<file path="src/pkg/refresh_pkg.sv">
package refresh_pkg;

   localparam int CLK_MHZ = 40;
   // Minimum clock-enable pulse time in ns; internal refresh starts within it.
   localparam int CKE_PULSE_NS = 5;
   localparam int CKE_PULSE_CYC =
      (CKE_PULSE_NS * CLK_MHZ / 1000) < 1 ? 1 : (CKE_PULSE_NS * CLK_MHZ / 1000);
   // Average refresh interval of the internal timer, in ns.
   localparam int REFI_NS = 7800;
   localparam int REFI_CYC = REFI_NS * CLK_MHZ / 1000;
   // Refresh cycle time in ns; busy time of one refresh.
   localparam int RFC_NS = 160;
   localparam int RFC_CYC = (RFC_NS * CLK_MHZ + 999) / 1000;
   localparam int ROW_W = 16;
   localparam logic [ROW_W-1:0] ROW_RESET = 16'h0000;

   typedef struct packed {
      logic csN;
      logic rasN;
      logic casN;
      logic weN;
      logic cke;
      logic resetN;
   } cmd_pins_t;

   typedef enum logic [1:0] {
      ST_IDLE = 2'b00,
      ST_SELF = 2'b01,
      ST_REF = 2'b10
   } mode_t;

endpackage

</file>
<file path="src/rtl/sdram_refresh.sv">
`timescale 1ns/1ps
// How it works
// - Refresh is CS, RAS, CAS low, WE high, CKE high at a rising edge.
// - Refresh ignores address, counts an internal row, leaves banks idle.
// - Self-refresh entry is CS, RAS, CAS, CKE low, WE high.
// - Enabled loop stops in self-refresh and restarts with a reset on a CKE exit; an exit by the reset pin with CKE still low gives no reset pulse.
// - In self-refresh only clock enable and reset are observed.
// - Device starts an internal refresh within one clock-enable pulse time.
module sdram_refresh (
   input wire logic sys_clk,
   input wire logic rst,
   input wire refresh_pkg::cmd_pins_t pins,
   input wire logic dllEnable,
   output logic inSelfRefresh_r,
   output logic refreshBusy_r,
   output logic dllOn_r,
   output logic dllResetPulse_r,
   output logic [15:0] refreshRow_r
);
   import refresh_pkg::*;

   // Pins come from the controller's domain; two flops before any use.
   cmd_pins_t meta_r, pinSync_r, pinPrev_r;
   mode_t mode_r;
   logic [15:0] busyCnt_r;
   logic [15:0] refiCnt_r;
   logic [15:0] srCnt_r;
   logic dllSync1_r, dllSync_r;

   always_ff @(posedge sys_clk) begin
      meta_r <= pins;
      pinSync_r <= meta_r;
      pinPrev_r <= pinSync_r;
      dllSync1_r <= dllEnable;
      dllSync_r <= dllSync1_r;
   end

   function automatic logic isRefCode(input cmd_pins_t p);
      return !p.csN && !p.rasN && !p.casN && p.weN;
   endfunction

   logic refCmd, sreCmd, srxCmd;
   // Refresh needs CKE high now and before; entry needs it falling.
   assign refCmd = isRefCode(pinSync_r) && pinSync_r.cke
      && pinPrev_r.cke;
   assign sreCmd = isRefCode(pinSync_r) && !pinSync_r.cke
      && pinPrev_r.cke;
   assign srxCmd = pinSync_r.cke;

   logic internalRef;
   assign internalRef = (mode_r == ST_SELF) &&
      (srCnt_r == 16'(CKE_PULSE_CYC - 1) ||
       refiCnt_r == 16'(REFI_CYC - 1));

   always_ff @(posedge sys_clk) begin
      if (rst || !pinSync_r.resetN) begin
         mode_r <= ST_IDLE;
         busyCnt_r <= 16'h0000;
         inSelfRefresh_r <= 1'b0;
         refreshBusy_r <= 1'b0;
      end else begin
         unique case (mode_r)
            ST_IDLE: begin
               if (sreCmd) begin
                  mode_r <= ST_SELF;
                  inSelfRefresh_r <= 1'b1;
               end else if (refCmd) begin
                  mode_r <= ST_REF;
                  refreshBusy_r <= 1'b1;
                  busyCnt_r <= 16'(RFC_CYC - 1);
               end
            end
            ST_REF: begin
               // Banks end precharged; no bank state is kept here.
               if (busyCnt_r == 16'h0000) begin
                  mode_r <= ST_IDLE;
                  refreshBusy_r <= 1'b0;
               end else begin
                  busyCnt_r <= busyCnt_r - 16'h0001;
               end
            end
            ST_SELF: begin
               // Only CKE and the reset pin (above) are looked at while in self-refresh.
               if (srxCmd) begin
                  mode_r <= ST_IDLE;
                  inSelfRefresh_r <= 1'b0;
               end
            end
            default: mode_r <= ST_IDLE;
         endcase
      end
   end

   // Internal timer for self-refresh; the first refresh comes early.
   always_ff @(posedge sys_clk) begin
      if (rst || mode_r != ST_SELF) begin
         srCnt_r <= 16'h0000;
         refiCnt_r <= 16'h0000;
      end else begin
         if (srCnt_r != 16'hFFFF)
            srCnt_r <= srCnt_r + 16'h0001;
         if (refiCnt_r == 16'(REFI_CYC - 1))
            refiCnt_r <= 16'h0000;
         else
            refiCnt_r <= refiCnt_r + 16'h0001;
      end
   end

   // Row counter advances on every refresh; address pins are never read.
   always_ff @(posedge sys_clk) begin
      if (rst)
         refreshRow_r <= ROW_RESET;
      else if ((mode_r == ST_IDLE && refCmd) || internalRef)
         refreshRow_r <= refreshRow_r + 16'h0001;
   end

   always_ff @(posedge sys_clk) begin
      if (rst) begin
         dllOn_r <= 1'b0;
         dllResetPulse_r <= 1'b0;
      end else begin
         dllResetPulse_r <= 1'b0;
         if (mode_r == ST_IDLE && sreCmd)
            dllOn_r <= 1'b0;
         else if (mode_r == ST_SELF && srxCmd) begin
            dllOn_r <= dllSync_r;
            dllResetPulse_r <= dllSync_r;
         end else if (mode_r != ST_SELF)
            dllOn_r <= dllSync_r;
      end
   end

   // Checking helper: cycles that the busy flag has stood so far.
   // It saturates, so a stuck flag cannot wrap back to a legal length.
   logic [15:0] busyAge_r;

   always_ff @(posedge sys_clk) begin
      if (rst || !refreshBusy_r)
         busyAge_r <= 16'h0000;
      else if (busyAge_r != 16'hFFFF)
         busyAge_r <= busyAge_r + 16'h0001;
   end
endmodule

</file>
<file path="config.mk">
export PLATFORM = sky130hd
export DESIGN_NAME = sdram_refresh
export DESIGN_NICKNAME = d
export VERILOG_FILES = /design/src/pkg/refresh_pkg.sv /design/src/rtl/sdram_refresh.sv
export SDC_FILE = /design/constraint.sdc
export NUM_CORES = 1
export LEC_CHECK = 0
export ABC_AREA = 1
export BUFFER_PORTS_ARGS = -buffer_cell sky130_fd_sc_hd__clkbuf_2
export CAP_MARGIN = 20
export CORE_MARGIN = 10
export CORE_UTILIZATION = 45
export DETAILED_ROUTE_END_ITERATION = 8
export GPL_TIMING_DRIVEN = 0
export PLACE_DENSITY = 0.61
export SLEW_MARGIN = 20
export SYNTH_ARGS = -nofsm -noshare
export SYNTH_HDL_FRONTEND = slang
export SYNTH_SLANG_ARGS = --single-unit
export TNS_END_PERCENT = 5
</file>
<file path="constraint.sdc">
create_clock -name sys_clk -period 4.4 [get_ports sys_clk]
set_input_delay 0.88 -clock sys_clk [delete_from_list [all_inputs] [get_ports sys_clk]]
set_output_delay 0.88 -clock sys_clk [all_outputs]
set_load 0.02 [all_outputs]
</file>
# After elaboration in Yosys (flattened, before gate mapping)
# Index checks and enable logic that the tools add are counted.
# W data, S select, Z words.
classes:
  add_sub_neg: 4
  n_mul: 0
  div_mod_pow: 0
  magnitude_cmp: 0
  n_eq_ne: 12
  n_shift: 0
  muxes: 18
  n_bitwise: 1
  n_reduce_logical: 33
op_table:
  columns: ["op", "count"]
  rows:
  - ["$add A16 B1 Y16 const B", 3]
  - ["$mux W16", 3]
  - ["$logic_not A16 Y1", 2]
  - ["$pmux W16 S2", 1]
  - ["$eq A16 B9 Y1 const B", 1]
  - ["$ne A16 B16 Y1 const B", 1]
  - ["$sub A16 B1 Y16 const B", 1]
  - ["$ne A2 B2 Y1 const B", 6]
  - ["$logic_and A1 B1 Y1", 11]
  - ["$mux W2", 4]
  - ["$reduce_and A4 Y1", 2]
  - ["$mux W1", 7]
  - ["$pmux W2 S3", 1]
  - ["$reduce_and A3 Y1", 2]
  - ["$reduce_bool A2 Y1", 3]
  - ["$logic_not A1 Y1", 5]
  - ["$logic_or A1 B1 Y1", 4]
  - ["$pmux W1 S2", 2]
  - ["$reduce_or A2 Y1", 2]
  - ["$ne A3 B3 Y1 const B", 1]
  - ["$reduce_or A3 Y1", 1]
  - ["$eq A2 B1 Y1 const B", 1]
  - ["$eq A2 B2 Y1 const B", 1]
  - ["$logic_not A2 Y1", 1]
  - ["other kinds (2)", 2]
totals:
  ff_bits: 85
  latchBits: 0
  ram_bits: 0
  rom_bits: 0
  in_bits: 9
  output_inout_bits: 20
  n_memories: 0

# Logic depth before layout (Yosys ltp)
logic_depth:
  word_depth: 9
  ltp_mapped: 11
  ltp_nobuf: 11

# Least setup slack after synthesis
# Ideal clock, no wire load.
synth_timing:
  path_type: "input to register"
  from: "in rst"
  to: "reg refiCnt_r[6]"
  setup_time_ps: 128
  arrival_time_ps: 1830
  t_required_ps: 4272
  setup_slack_ps: 2443
  cell_stages: 7
  path_buffers: 2
  cell_sequence: "clkbuf_1 > inv_1 > nand2_1 > inv_2 > nand2_1 > clkbuf_1 > nor2_1"
synth_via:
  elab_chain_len: 2
synth_rtl:
  columns: ["element", "line", "rtl"]
  rows:
  - ["start, declared", "sdram_refresh.sv:11", "input wire logic rst,"]
  - ["$logic_or A1 B1 Y1", "sdram_refresh.sv:96", "if (rst || mode_r != ST_SELF) begin"]
  - ["$reduce_or A2 Y1 (no line)", null, null]
  - ["end signal, assigned", "sdram_refresh.sv:105", "refiCnt_r <= refiCnt_r + 16'h0001;"]
  - ["end, declared", "sdram_refresh.sv:26", "logic [15:0] refiCnt_r;"]
# Every way passes these cells.
# A chain may end at the register's enable or synchronous reset.

# Worst setup path in the final report
# Same ends and word-level chain as after synthesis.

==> qor.txt <==
Clk pin slew, worst setup/hold paths = 0.09 ns
register bit total from synthesis = 85
layout overhead on the synthesized area = 12.3%
Synth Cell Area = 4180 sq um
critical path startpoint category = primary input
VDD IR-drop max = 0.182 mV
max_slew headroom = 67.4%
kind of critical path = in -> reg
Post-Route WL = 9.17 mm
clock buffer count from CTS = 9
pre-CTS setup slack = 2.05 ns
most frequent cells in the layout = nand2_1, nor2_1, dfxtp_1, inv_1, nand3_1
setup TNS = 0 ns
Row Count = 35
Final #Nets = 663
Crit Path Max Fanout = 10
Clock Tree Root = clkbuf_8
Hold Path Sink = srxCmd
die width = 116 um
post-synth cell types = 33
status = finished clean
Final Hold Viols = 0
vias = 3790
Vias/cell = 4.95
flop2flop setup slack = 2.47 ns
RD Place Congestion = 0.835
top cell type's share of synthesized area = 40.7%
Sink Count = 85
Fillers = 953
fin util = 51.3%
fmax = 510 MHz
final setup violation count = 0
Worst-Margin Slew = 0.489 ns
Hold-fix buffers, CTS = 0
Seq/Total Area, Yosys = 40.7%
hold path cells = 0
final non-filler cell total = 765
worst reg2reg path depth = 8
Iter 0 DRT Violations = 223
grt ovf = 0
Hold Path Origin = meta_r[1]
max-cap violation count = 0
RSZ-0062 raised after global routing = no
Worst Clk Skew = 0.0112 ns
post-CTS sizing = 0
FF-to-FF End = srCnt_r[5]
TritonCTS clock tree = built
Die Area = 13500 sq um
global-route wire length before repair = 16.0 mm
layout cell share with drive strength beyond 1 = 11.9%
hold crit path type = reg -> reg
Hold WS = 0.331 ns
Max clock buf depth = 2
I/O pin total = 29
Die Ht = 116 um
setup ws final = 2.44 ns
Core Region = 9150 sq um
clk_lat worst skew = 0.35 ns
Reg2Reg Launch Point = srCnt_r[0]
initial antenna violation count = 0
Gate Count Post-Synth = 611
most common cell after layout, fill and taps aside = nand2_1
Critical Path AT = 2.20 ns
# DRC = 0
Warnings, synthesis = 0
DRT antenna net count = 0
Cells after DPL = 749
largest net degree at the start of global routing = 15
H-tree depth = 3
WP data required = 4.64 ns
Diodes inserted = 0
Final Max Slew Viols = 0
Syn Nets = 625
synthesized area per cell = 6.84 sq um
postcts setup bufs = 0
crit path time final = 1.96 ns
P_leak = 1.86 nW
crit share post-route = 44.6%
Area contributors post-synth = dfxtp_1, nand2_1, nor2_1, nand3_1, inv_1
GRT Overall Usage = 14.4%
TritonRoute pass-1 iters = 4
Port Buffers = 27
leading area contributor after synthesis = dfxtp_1
PD cells = 314 nW/um^2
vias in the first global route = 3627
Detail Placement HPWL = 6.73 mm
Initial Util = 45.7%
CP Capture Type = flop
WL/cell = 12.0 um
-- cells by family (layout without fill, tap and decap cells) --
group                      after synthesis  in the layout  synth area share [%]
and+or+nand+nor                        369            369                  38.8
buffers and inverters                   77            120                  7.60
AOI/OAI and AO/OA                       54             54                  6.98
xor gates and xnor gates                21             21                  4.40
adders and majority gates                5              5                  1.50
DFF                                     85             85                  40.7
-- flip-flops by register name (all words and copies together) (netlist names) --
register / cells
inSelfRefresh_r: 1
meta_r: 6
dllOn_r: 1
pinPrev_r: 1
refiCnt_r: 16
busyCnt_r: 16
dllSync_r: 1
dllSync1_r: 1
dllResetPulse_r: 1
srxCmd: 1
mode_r: 2
refreshBusy_r: 1
pinSync_r: 5
refreshRow_r: 16
srCnt_r: 16
-- synthesized netlist by cell type --
cell and number:
nand3_1 56, nor3b_1 2, xor2_1 18, inv_1 58
o21ai_0 5, nand2_4 2, clkbuf_1 5, nor2_4 1
nand2_1 155, a21oi_1 41, nor2_1 98, nand4_2 1
and3_1 2, nand3_2 1, xnor2_1 3, or2_2 2
buf_2 5, clkinv_1 1, dfxtp_1 85, nand2_2 4
nor3_1 18, a31oi_1 3, nand3b_1 6, a211oi_1 1
nand4_1 11, inv_2 5, ha_1 5, nor2_2 9
nor3_2 1, a21oi_2 1, a21oi_4 1, buf_6 3
o21ai_1 2
-- layer usage --
metal | wire length [um] | global-route usage (%) | vias up
li1 | - | - | 2022
met1 | 4380 | 17.7 | 1696
met2 | 4270 | 24.2 | 54
met3 | 318 | 2.72 | 18
met4 | 201 | 5.84 | 0
met5 | 0 | 0 | -
-- worst max-delay path by stage --
| stage | startpoint | end | slack [ns] | cells past startpoint |
|---|---|---|---|---|
| floorplan | rst | refiCnt_r[6] | 2.44 | 7 |
| global placement | rst | refiCnt_r[6] | 2.06 | 7 |
| detailed placement | rst | refiCnt_r[6] | 2.05 | 7 |
| CTS | rst | refiCnt_r[6] | 2.45 | 7 |
| global route | srCnt_r[0] | srCnt_r[2] | 2.29 | 8 |
| finish | rst | refiCnt_r[6] | 2.44 | 7 |
-- stage by stage --
stage	power [mW]	cell area, sq um
after floorplan	0.815	4180
after global placement	0.824	4450
after detailed placement	0.825	4450
after CTS	1.49	4690
after global routing	1.53	4690
final	1.47	4690
-- cell type report --
cell class	count	area, sq um	share of cell area [%]
Multi-Input combinational cell	449	2160	46.0
Sequential cell	85	1700	36.3
Inverter	64	240	5.12
Tap cell	111	139	2.96
Timing Repair Buffer	27	135	2.88
Clock buffer	10	128	2.72
Clock inverter	6	111	2.37
Buffer	13	77.6	1.65
-- worst max-delay path, cell delays in order --
cell,delay (ns)
clkbuf_1,0.30
inv_1,0.13
nand2_1,0.13
inv_2,0.08
nand2_1,0.17
clkbuf_1,0.41
nor2_1,0.09
-- power breakdown --
group | switching, mW | internal [mW] | leakage (nW)
Clock | 0.288 | 0.378 | 0.116
Combinational | 0.0174 | 0.00826 | 1.05
Sequential | 0.00386 | 0.777 | 0.690
No activity file was read; power rests on OpenSTA's default activity.
